**src/design/spi_core_pkg.sv**
```systemverilog
// Summary of operation
// - master drives data, clock, active-low selects
// - each transfer sends and receives simultaneously
// - selected slaves asserted, others held deasserted
// - slave takes data, clock, select; drives out
// - phase-0 slave shifts immediately once select asserts
// - unselected slave still drives master-in level
// - enabled interrupts for receive and transmit ready
// - plain writes or flow-controlled writes, selectable
// - select output count is parameter 1..32
// - serial clock is system clock over even factor
// - optional select-to-clock delay in half periods
// - one shared data width from 1 to 32
// - shift direction parameter, msb or lsb first
// - polarity sets serial clock idle level
// - phase chooses sampling on leading or trailing
// - role fixed by parameter, not runtime
// - holding word loads shifter when idle and not yet sent
// - finished word copied to receive holding
package spi_core_pkg;

  localparam int unsigned CLK_HZ         = 40_000_000;
  localparam int unsigned CLK_PERIOD_NS  = 25;
  localparam int unsigned SCLK_TARGET_HZ = 1_000_000;
  localparam int unsigned DELAY_NS       = 1000;
  localparam int unsigned MAX_WIDTH      = 32;
  localparam int unsigned MAX_SLAVES     = 32;

  // half period in system clocks, rounded up so rate never exceeds target
  function automatic int unsigned half_div(input int unsigned target_hz);
    int unsigned h;
    h = (CLK_HZ + 2 * target_hz - 1) / (2 * target_hz);
    return (h < 1) ? 1 : h;
  endfunction : half_div

  // delay in half periods, rounded up
  function automatic int unsigned delay_halves(input int unsigned ns,
                                               input int unsigned half);
    int unsigned p;
    int unsigned d;
    p = half * CLK_PERIOD_NS;
    d = (ns + p - 1) / p;
    return (d < 1) ? 1 : d;
  endfunction : delay_halves

  typedef struct packed {
    logic rx_valid;
    logic tx_ready;
    logic rx_overrun;
    logic tx_overrun;
  } status_s;

  localparam status_s STATUS_RST = '{rx_valid: 1'b0, tx_ready: 1'b1,
                                     rx_overrun: 1'b0, tx_overrun: 1'b0};

  typedef enum logic [1:0] {
    st_idle,
    st_delay,
    st_shift,
    st_end
  } master_state_e;

endpackage : spi_core_pkg

```
**src/design/spi_sync2.sv**
```systemverilog
`timescale 1ns/1ps
`default_nettype none
module spi_sync2 #(
  parameter int unsigned W               = 1,
  parameter logic [W-1:0] RST_VAL        = '0
) (
  // clock and reset
  input  wire logic         core_clk,
  input  wire logic         rst,
  input  wire logic         ce,
  // async in, synced out
  input  wire logic [W-1:0] d,
  output logic      [W-1:0] q
);

  logic [W-1:0] meta_r;

  always_ff @(posedge core_clk)
  begin
    if (rst)
    begin
      meta_r <= RST_VAL;
      q      <= RST_VAL;
    end
    else if (ce)
    begin
      meta_r <= d;
      q      <= meta_r;
    end
  end

endmodule : spi_sync2
`default_nettype wire

```
**src/design/spi_tick_gen.sv**
```systemverilog
`timescale 1ns/1ps
`default_nettype none
module spi_tick_gen #(
  parameter int unsigned HALF = 1
) (
  // clock and reset
  input  wire logic core_clk,
  input  wire logic rst,
  input  wire logic ce,
  // control
  input  wire logic run,
  output logic      tick
);

  localparam int unsigned CW = (HALF < 2) ? 1 : $clog2(HALF);
  localparam logic [CW-1:0] LAST = CW'(HALF - 1);

  logic [CW-1:0] cnt_r;

  // one pulse per half serial period, factor two overall
  assign tick = run && (cnt_r == LAST);

  always_ff @(posedge core_clk)
  begin
    if (rst)
      cnt_r <= '0;
    else if (ce)
    begin
      if (!run || tick)
        cnt_r <= '0;
      else
        cnt_r <= cnt_r + CW'(1);
    end
  end

endmodule : spi_tick_gen
`default_nettype wire

```
**src/design/spi_master_slave_core.sv**
```systemverilog
`timescale 1ns/1ps
`default_nettype none
module spi_master_slave_core #(
  parameter bit          IS_MASTER  = 1'b1,
  parameter int unsigned NUM_SLAVES = 1,
  parameter int unsigned WIDTH      = 8,
  parameter bit          MSB_FIRST  = 1'b1,
  parameter bit          CPOL       = 1'b0,
  parameter bit          CPHA       = 1'b0,
  parameter int unsigned SCLK_HZ    = spi_core_pkg::SCLK_TARGET_HZ,
  parameter bit          DELAY_EN   = 1'b0,
  parameter int unsigned DELAY_NS   = spi_core_pkg::DELAY_NS,
  parameter bit          FLOW_CTRL  = 1'b1
) (
  // clock, reset, enable
  input  wire logic                  core_clk,
  input  wire logic                  rst,
  input  wire logic                  ce,
  // host transmit side
  input  wire logic [WIDTH-1:0]      tx_data,
  input  wire logic                  tx_write,
  // host receive side
  output logic      [WIDTH-1:0]      rx_data,
  input  wire logic                  rx_read,
  // host control and status
  input  wire logic                  status_clear,
  input  wire logic [NUM_SLAVES-1:0] sel_mask,
  input  wire logic                  rx_irq_en,
  input  wire logic                  tx_irq_en,
  output spi_core_pkg::status_s      status,
  output logic                       busy,
  output logic                       irq,
  // master pins
  output logic                       sclk_out,
  output logic                       mosi_out,
  input  wire logic                  miso_in,
  output logic      [NUM_SLAVES-1:0] slave_select_out_m_n,
  // slave pins
  input  wire logic                  sclk_in,
  input  wire logic                  mosi_in,
  input  wire logic                  select_in_n,
  output logic                       miso_out
);

  localparam int unsigned HALF = spi_core_pkg::half_div(SCLK_HZ);
  localparam int unsigned DLY  = spi_core_pkg::delay_halves(DELAY_NS, HALF);
  localparam int unsigned EW   = $clog2(2 * WIDTH + 1);
  localparam int unsigned BW   = $clog2(WIDTH + 1);
  localparam int unsigned DW   = $clog2(DLY + 1);
  localparam logic [EW-1:0] EDGE_LAST = EW'(2 * WIDTH - 1);
  localparam logic [BW-1:0] BIT_LAST  = BW'(WIDTH - 1);
  localparam logic [DW-1:0] DLY_LAST  = DW'(DLY - 1);
  localparam logic [3:0]    SYNC_RST  = {1'h0, CPOL, 2'h1};

  initial
  begin
    if (NUM_SLAVES < 1 || NUM_SLAVES > spi_core_pkg::MAX_SLAVES)
      $error("slave count out of range");
    if (WIDTH < 1 || WIDTH > spi_core_pkg::MAX_WIDTH)
      $error("data width out of range");
  end

  function automatic logic out_bit(input logic [WIDTH-1:0] sh);
    return MSB_FIRST ? sh[WIDTH-1] : sh[0];
  endfunction : out_bit

  function automatic logic [WIDTH-1:0] shift_out(input logic [WIDTH-1:0] sh);
    return MSB_FIRST ? (sh << 1) : (sh >> 1);
  endfunction : shift_out

  function automatic logic [WIDTH-1:0] shift_in(input logic [WIDTH-1:0] sh,
                                                input logic b);
    if (MSB_FIRST)
      return (sh << 1) | WIDTH'(b);
    return (sh >> 1) | (WIDTH'(b) << (WIDTH - 1));
  endfunction : shift_in

  // pins from outside pass two flops; select resets unselected
  logic miso_s;
  logic sclk_s;
  logic mosi_s;
  logic sel_n_s;

  spi_sync2 #(
    .W       (4),
    .RST_VAL (SYNC_RST)
  ) u_sync (
    .core_clk (core_clk),
    .rst      (rst),
    .ce       (ce),
    .d        ({miso_in, sclk_in, mosi_in, select_in_n}),
    .q        ({miso_s, sclk_s, mosi_s, sel_n_s})
  );

  spi_core_pkg::master_state_e state_r;
  logic                  tick;
  logic [WIDTH-1:0]      tx_hold_r;
  logic [WIDTH-1:0]      tx_sh_r;
  logic [WIDTH-1:0]      rx_sh_r;
  logic [EW-1:0]         edge_cnt_r;
  logic [BW-1:0]         bit_cnt_r;
  logic [DW-1:0]         dly_cnt_r;
  logic                  sclk_d_r;
  logic                  sel_d_r;

  spi_tick_gen #(
    .HALF (HALF)
  ) u_tick (
    .core_clk (core_clk),
    .rst      (rst),
    .ce       (ce),
    .run      (IS_MASTER && state_r != spi_core_pkg::st_idle),
    .tick     (tick)
  );

  // event decode for both roles
  logic m_lead;
  logic m_sample;
  logic m_last;
  logic s_edge;
  logic s_lead;
  logic s_sample;
  logic s_change;
  logic selected;
  logic sel_start;
  logic idle;
  logic load;
  logic sample;
  logic done;
  logic rx_bit;
  logic wr_ok;

  assign m_lead    = ~edge_cnt_r[0];
  assign m_sample  = (m_lead == ~CPHA);
  assign m_last    = (edge_cnt_r == EDGE_LAST);
  assign selected  = ~sel_n_s;
  assign sel_start = selected & sel_d_r;
  assign s_edge    = selected & (sclk_s != sclk_d_r);
  assign s_lead    = (sclk_s != CPOL);
  assign s_sample  = s_edge & (s_lead ^ CPHA);
  assign s_change  = s_edge & ~(s_lead ^ CPHA);
  assign idle      = IS_MASTER ? (state_r == spi_core_pkg::st_idle)
                               : ~selected;
  assign load      = idle & ~status.tx_ready;
  assign sample    = IS_MASTER
                     ? (state_r == spi_core_pkg::st_shift && tick && m_sample)
                     : s_sample;
  assign rx_bit    = IS_MASTER ? miso_s : mosi_s;
  assign done      = sample & (IS_MASTER
                     ? (edge_cnt_r[EW-1:1] == EDGE_LAST[EW-1:1])
                     : (bit_cnt_r == BIT_LAST));
  assign wr_ok     = tx_write & status.tx_ready;

  // host holding registers and flags; hardware set beats host clear
  always_ff @(posedge core_clk)
  begin
    if (rst)
    begin
      tx_hold_r <= '0;
      rx_data   <= '0;
      status    <= spi_core_pkg::STATUS_RST;
    end
    else if (ce)
    begin
      if (wr_ok)
        tx_hold_r <= tx_data;
      if (wr_ok)
        status.tx_ready <= 1'b0;
      else if (load)
        status.tx_ready <= 1'b1;
      if (tx_write && !status.tx_ready && !FLOW_CTRL)
        status.tx_overrun <= 1'b1;
      else if (status_clear)
        status.tx_overrun <= 1'b0;
      if (done)
      begin
        rx_data         <= shift_in(rx_sh_r, rx_bit);
        status.rx_valid <= 1'b1;
      end
      else if (rx_read)
        status.rx_valid <= 1'b0;
      if (done && status.rx_valid && !rx_read)
        status.rx_overrun <= 1'b1;
      else if (status_clear)
        status.rx_overrun <= 1'b0;
    end
  end

  always_ff @(posedge core_clk)
  begin
    if (rst)
      irq <= 1'b0;
    else if (ce)
      irq <= (rx_irq_en & status.rx_valid) |
             (tx_irq_en & status.tx_ready);
  end

  always_ff @(posedge core_clk)
  begin
    if (rst)
    begin
      sclk_d_r <= CPOL;
      sel_d_r  <= 1'b1;
    end
    else if (ce)
    begin
      sclk_d_r <= sclk_s;
      sel_d_r  <= sel_n_s;
    end
  end

  // master sequencer; role is a constant, so one branch is dead logic
  always_ff @(posedge core_clk)
  begin
    if (rst)
    begin
      state_r              <= spi_core_pkg::st_idle;
      edge_cnt_r           <= '0;
      dly_cnt_r            <= '0;
      sclk_out             <= CPOL;
      slave_select_out_m_n <= '1;
    end
    else if (ce && IS_MASTER)
    begin
      case (state_r)
        spi_core_pkg::st_idle:
        begin
          sclk_out             <= CPOL;
          edge_cnt_r           <= '0;
          dly_cnt_r            <= '0;
          if (load)
          begin
            slave_select_out_m_n <= ~sel_mask;
            state_r <= (DELAY_EN && DLY > 1) ? spi_core_pkg::st_delay
                                             : spi_core_pkg::st_shift;
          end
          else
            slave_select_out_m_n <= '1;
        end
        spi_core_pkg::st_delay:
        begin
          if (tick)
          begin
            dly_cnt_r <= dly_cnt_r + DW'(1);
            if (dly_cnt_r == DLY_LAST - DW'(1))
              state_r <= spi_core_pkg::st_shift;
          end
        end
        spi_core_pkg::st_shift:
        begin
          if (tick)
          begin
            sclk_out   <= ~sclk_out;
            edge_cnt_r <= edge_cnt_r + EW'(1);
            if (m_last)
              state_r <= spi_core_pkg::st_end;
          end
        end
        spi_core_pkg::st_end:
        begin
          if (tick)
          begin
            slave_select_out_m_n <= '1;
            state_r              <= spi_core_pkg::st_idle;
          end
        end
        default:
          state_r <= spi_core_pkg::st_idle;
      endcase
    end
  end

  always_ff @(posedge core_clk)
  begin
    if (rst)
      busy <= 1'b0;
    else if (ce)
      busy <= ~idle;
  end

  // shift registers and serial data out for both roles
  always_ff @(posedge core_clk)
  begin
    if (rst)
    begin
      tx_sh_r   <= '0;
      rx_sh_r   <= '0;
      bit_cnt_r <= '0;
      mosi_out  <= 1'b0;
      miso_out  <= 1'b0;
    end
    else if (ce)
    begin
      if (sample)
        rx_sh_r <= shift_in(rx_sh_r, rx_bit);
      if (IS_MASTER)
      begin
        if (load && !CPHA)
        begin
          mosi_out <= out_bit(tx_hold_r);
          tx_sh_r  <= shift_out(tx_hold_r);
        end
        else if (load)
          tx_sh_r <= tx_hold_r;
        else if (state_r == spi_core_pkg::st_shift && tick && !m_sample
                 && !m_last)
        begin
          mosi_out <= out_bit(tx_sh_r);
          tx_sh_r  <= shift_out(tx_sh_r);
        end
      end
      else
      begin
        if (load)
          tx_sh_r <= tx_hold_r;
        else if ((sel_start && !CPHA) || s_change)
        begin
          miso_out <= out_bit(tx_sh_r);
          tx_sh_r  <= shift_out(tx_sh_r);
        end
        // miso keeps its last level when unselected
        if (!selected)
          bit_cnt_r <= '0;
        else if (s_sample)
          bit_cnt_r <= done ? '0 : bit_cnt_r + BW'(1);
      end
    end
  end

endmodule : spi_master_slave_core
`default_nettype wire

```
**config.mk**
```make
export PLATFORM = sky130hd
export DESIGN_NAME = spi_master_slave_core
export DESIGN_NICKNAME = d
export VERILOG_FILES = /design/src/design/spi_core_pkg.sv /design/src/design/spi_sync2.sv /design/src/design/spi_tick_gen.sv /design/src/design/spi_master_slave_core.sv
export SDC_FILE = /design/constraint.sdc
export NUM_CORES = 1
export LEC_CHECK = 0
export CAP_MARGIN = 40
export CORE_ASPECT_RATIO = 1.5
export CORE_MARGIN = 4
export CORE_UTILIZATION = 40
export DETAILED_ROUTE_END_ITERATION = 10
export DONT_BUFFER_PORTS = 1
export PLACE_DENSITY_LB_ADDON = 0.08
export SKIP_CTS_REPAIR_TIMING = 1
export SLEW_MARGIN = 25
export SYNTH_ARGS = -nofsm -noshare
export SYNTH_HDL_FRONTEND = slang
export SYNTH_SLANG_ARGS = --single-unit
export TNS_END_PERCENT = 50
```
**constraint.sdc**
```tcl
create_clock -name core_clk -period 2.35 [get_ports core_clk]
set_clock_uncertainty 0.2 [all_clocks]
set_input_delay 0.1175 -clock core_clk [delete_from_list [all_inputs] [get_ports core_clk]]
set_output_delay 0.1175 -clock core_clk [all_outputs]
set_load 0.005 [all_outputs]
```
Yosys cells after proc, flatten, opt, wreduce, memory -nomap -nowiden. Cells that the tools add are included.

Eq/ne operators: 12. Bitwise operators: 13. Order comparisons: 0. Multipliers: 0. Add/subtract/negate cells: 3. Divide/modulo/power cells: 0. Shift operators: 0. Reductions and logical operators: 32. Multiplexer cells: 35.

Operators by type and width (count): $mux W8 (4); $mux W1 (17); $reduce_bool A2 Y1 (8); $mux W2 (7); $reduce_and A2 Y1 (7); $add A5 B1 Y5 const B (2); $mux W5 (2); $ne A2 B2 Y1 const B (5); $pmux W5 S2 (1); $reduce_and A3 Y1 (3); $or A7 B8 Y8 (1); $or A8 B1 Y8 (1); $pmux W2 S4 (1); $logic_and A1 B1 Y1 (7); $reduce_and A7 Y1 (1); $and A1 B1 Y1 (5); $eq A5 B4 Y1 const B (1); $eq A5 B5 Y1 const B (1); $not A1 Y1 (5); $eq A2 B2 Y1 const B (2); $eq A4 B3 Y1 const B (1); $logic_not A2 Y1 (2); $pmux W1 S2 (2); $pmux W2 S2 (1); 6 further kinds (8).

Memory bits (writable): 0. Flip-flop bits (word level): 62. Logic and storage cells: 113. Latch bits: 0. Bits in read-only memories: 0. Memories kept: 0. Output and inout bits: 18. Bits of input ports: 21.

Longest topological paths before layout.
Depth after elaboration: 9. Gate-level depth with buffers: 8. Gate-level depth less buffers: 7.

Modules after synthesis. From an unflattened synthesis, not the netlist that was laid out.

Cell total of the unflattened synthesis: 293. Area total of the unflattened synthesis: 2753.9 um^2.

By module, submodules not included: spi_master_slave_core (cells an instance 238, area each 2170.8 um^2, instances 1, sequential area each 940.9 um^2); spi_sync2 (cells an instance 26, area each 292.8 um^2, instances 1, sequential area each 160.2 um^2); spi_tick_gen (cells an instance 29, area each 290.3 um^2, instances 1, sequential area each 100.1 um^2).

Worst setup path before layout. OpenSTA, ideal clock, no wires.

Path type: register -> register. Start: register edge_cnt_r[0]. End: register tx_sh_r[5]. Arrival: 1.720 ns. Buffers on the path: 1. Cell stages (with the launch flop): 9. Library setup time: 0.091 ns. Slack: 0.339 ns. Required time: 2.059 ns. Cells stage by stage: dfxtp_1 -> ha_1 -> and3_1 -> ha_1 -> and4bb_1 -> a21o_2 -> buf_4 -> a21oi_1 -> a311oi_1.

Longest elaborated chain between the ends: 5. Elaborated cells between the ends (all ways): 6. Classes of those cells: eq/ne (1); reduce/logical (5).

RTL lines: start, declared (RTL line spi_master_slave_core.sv:100) `logic [EW-1:0] edge_cnt_r;`; start signal, assigned (RTL line spi_master_slave_core.sv:254) `edge_cnt_r <= edge_cnt_r + EW'(1);`; $eq A5 B4 Y1 (RTL line spi_master_slave_core.sv:135) `assign m_last = (edge_cnt_r == EDGE_LAST);`; $logic_not A1 Y1 (RTL line spi_master_slave_core.sv:306) `&& !m_last)`; $logic_and A1 B1 Y1 * (RTL line spi_master_slave_core.sv:306); $reduce_bool A2 Y1 (no line) *; $reduce_and A2 Y1 (no line) *; end signal, assigned (RTL line spi_master_slave_core.sv:304) `tx_sh_r <= tx_hold_r;`; end signal, assigned (RTL line spi_master_slave_core.sv:309) `tx_sh_r <= shift_out(tx_sh_r);`; end signal, assigned (RTL line spi_master_slave_core.sv:315) `tx_sh_r <= tx_hold_r;`; end, declared (RTL line spi_master_slave_core.sv:98) `logic [WIDTH-1:0] tx_sh_r;`.

Mark *: on every way between the ends. The rest lies on a longest branch, timed or not. A chain may end at the register's enable or synchronous reset.

Final worst setup path.
Start: register edge_cnt_r[0]. End: register mosi_out.

Longest elaborated chain between the ends: 5. Elaborated cells between the ends (all ways): 6. Classes of those cells: eq/ne (1); reduce/logical (5).

RTL lines: $eq A5 B4 Y1 (RTL line spi_master_slave_core.sv:135); $logic_not A1 Y1 (RTL line spi_master_slave_core.sv:306); $logic_and A1 B1 Y1 * (RTL line spi_master_slave_core.sv:306); $reduce_bool A2 Y1 (no line) *; $reduce_and A2 Y1 (no line) *; end signal, assigned (RTL line spi_master_slave_core.sv:300) `mosi_out <= out_bit(tx_hold_r);`; end signal, assigned (RTL line spi_master_slave_core.sv:308) `mosi_out <= out_bit(tx_sh_r);`; end, declared (RTL line spi_master_slave_core.sv:35) `output logic mosi_out,`.

Marks and branches as above.

==> results.md <==
- Clock sinks: 54
- Post-synth EDFFs: 0
- Post-Syn Area: 2430 um^2
- Detail Route Antenna Nets: 0
- Largest net degree at the start of global routing: 53
- Area delta synth->final: 12.4%
- Die Ht: 104 um
- Vias in the first global route: 1,682
- Syn_area_per_cell: 9.44 um^2
- Total CTS buffers: 5
- Hold Crit Start: ce
- Hold EP: state_r[1]
- Initial DRC count: 97
- GRT overflow: 0
- Reg2Reg Setup Slack: 230 ps
- Setup violations, final: 0
- Detailed-route wire length per cell: 14.9 um
- Max_slew headroom: 0.611
- Asr flop ratio synth: 0
- Worst hold margin: -68.8 ps
- Type of origin of the critical path: register
- Hold Crit Class: in2reg
- Post-DP HPWL: 3360 um
- WP data arrival: 2140 ps
- Overall Power: 0.00175 W
- Overall Global Routing Usage: 0.136
- Synth Register Bits: 54
- Layout Nets: 294
- Failing checks: hold timing
- Static leakage power: 1.01 nW
- Power per cell area: 638 nW/um^2
- H-tree Lvls: 2
- Max Cap Violations: 0
- Min Clock Period, post-route: 2120 ps
- DR vias: 1,814
- Chip width: 71.7 um
- DRT Wirelength: 5100 um
- Peak VDD IR: 0.376 mV
- Clock transition at path regs: 100 ps
- Max Clk Rate: 0.472 GHz
- DRC violations left: 0
- CTS tree: yes
- Port Buffer Count: 0
- IO Pins: 39
- Dominant synthesized flop cell: dfxtp_1
- Vias/cell: 5.30
- Critical path peak fanout: 16
- Unrepaired setup endpoints after global routing: false
- R2R Path Start: edge_cnt_r[0]
- DP Area: 2400 um^2
- Worst R2R Path Depth: 7
- Die ar.: 7420 um^2
- First-pass GRT wire length: 8240 um
- Post-route cell area: 2740 um^2
- Worst Max-Slew Pin Slew: 582 ps
- Share of post-route cells with drive strength above 1: 0.0852
- Yosys Warn Count: 0
- Yosys top cell area share: 0.444
- Core Area: 5870 um^2
- Clock Path Buffers: 2
- TNS Setup: 0 ps
- Initial core utilization: 0.415
- GPL Wtd Cong: 0.724
- Row count: 34
- Ranking of synthesized cells by area: dfxtp_1, mux2i_1, a21oi_1
- 1st-pass router iterations: 4
- Fin crit share: 0.902
- Initial antenna violation count: 0
- Synth unique cells: 50
- CTS root buffer: clkbuf_8
- Hold Path Cell Cnt: 3
- Final Max Tran Viols: 0
- Cell count after synthesis: 258
- Nature of the critical path endpoint: register
- Ant. Diodes: 0
- Sequential fraction of the synthesis area: 0.444
- Yosys top cell by area: dfxtp_1
- End of the worst register-to-register path: mosi_out
- CP Class: reg2reg
- CP Data Required Time: 2370 ps
- Clk Latency, worst-skew pair: 310 ps
- Final hold violation count: 1
- Status: complete, but fails checks
[report_power, final]
group | total, W | internal (W) | switching, W
clock | 0.000652 | 0.000325 | 0.000327
combinational | 0.000133 | 0.0000639 | 0.0000692
sequential | 0.000962 | 0.000938 | 0.0000237
total | 0.00175 | 0.00133 | 0.000420
[kinds of logic (layout without fill, tap and decap cells)]
kind of cell | Yosys count | in the layout | synth area share
AO/OA/AOI/OAI | 54 | 54 | 0.140
multiplexers | 26 | 26 | 0.107
AND/OR/NAND/NOR | 92 | 92 | 0.212
other | 1 | 2 | 0.00154
flip-flops | 54 | 54 | 0.444
adder cells (fa/ha/maj) | 4 | 4 | 0.0206
XOR/XNOR | 2 | 2 | 0.00720
buffers and inverters | 25 | 36 | 0.0678
[metal layers]
metal	vias up	wire, um	global-route usage
met5	-	0	0
met4	0	75	0.0444
met3	7	257	0.0320
met2	38	2470	0.222
met1	840	2300	0.175
li1	929	-	-
[layout make-up]
cell class	count	area, um^2
clock buffers	5	68.8
clock inverters	3	48.8
fillers	594	3130
inverters	7	26.3
multi-input cells	180	1200
flip-flops and latches	54	1080
well taps	72	90.1
repair buffers	21	223
[stage by stage]
step                setup slack (ps)  utilization  std cells
global placement                 199        0.410        315
global route                    57.8        0.466        342
CTS                              115        0.430        323
detailed placement               145        0.410        315
floorplan                        339            -        259
finish                           231        0.466        342
[cell usage after synthesis (all sizes together), types with 3 or more instances]
library cell	number
nand3	5
and2b	3
nand2b	5
clkbuf	5
ha	4
mux2i	26
nand2	24
and3	4
nor3	3
a311oi	7
nor2	29
buf	13
dfxtp	54
a22oi	3
inv	6
o21ai	7
a21oi	25
[worst max-delay path: stages, from the launching register on]
cell and delay, ps:
dfxtp_1 370, ha_1 220, and3_1 180, ha_1 190
and4bb_1 310, a21o_4 230, a21oi_1 90, a311oi_1 230
[how the worst max path moves through the flow]
stage	endpoint	slack, ps	cells past startpoint	start
after floorplan	tx_sh_r[5]	340	8	edge_cnt_r[0]
after detailed placement	mosi_out	140	7	edge_cnt_r[0]
after CTS	mosi_out	120	7	edge_cnt_r[0]
final	mosi_out	230	7	edge_cnt_r[0]
after global placement	tx_sh_r[6]	200	7	edge_cnt_r[0]
after global routing	tx_sh_r[7]	60	7	edge_cnt_r[0]
[sequential cells by signal (all words and copies together) (netlist names)]
name	flops
rx_sh_r	7
u_tick.cnt_r	5
mosi_out	1
edge_cnt_r	5
sclk_out	1
irq	1
u_sync.q	1
u_sync.meta_r	1
rx_data	8
slave_select_out_m_n	1
dly_cnt_r	2
busy	1
tx_sh_r	7
status	3
state_r	2
tx_hold_r	8
[cells in the final DEF, fill, tap and decap left out, types with 3 or more instances in the layout]
cell,count
a21oi_1,25
a22oi_1,3
a311oi_1,7
and3_1,4
clkbuf_8,5
dfxtp_1,54
dlygate4sd3_1,18
ha_1,4
inv_1,6
mux2i_1,26
nand2_1,23
nand2b_1,5
nand3_1,5
nor2_1,28
o21ai_0,7
Note: power is estimated with default switching activity, not from simulation.
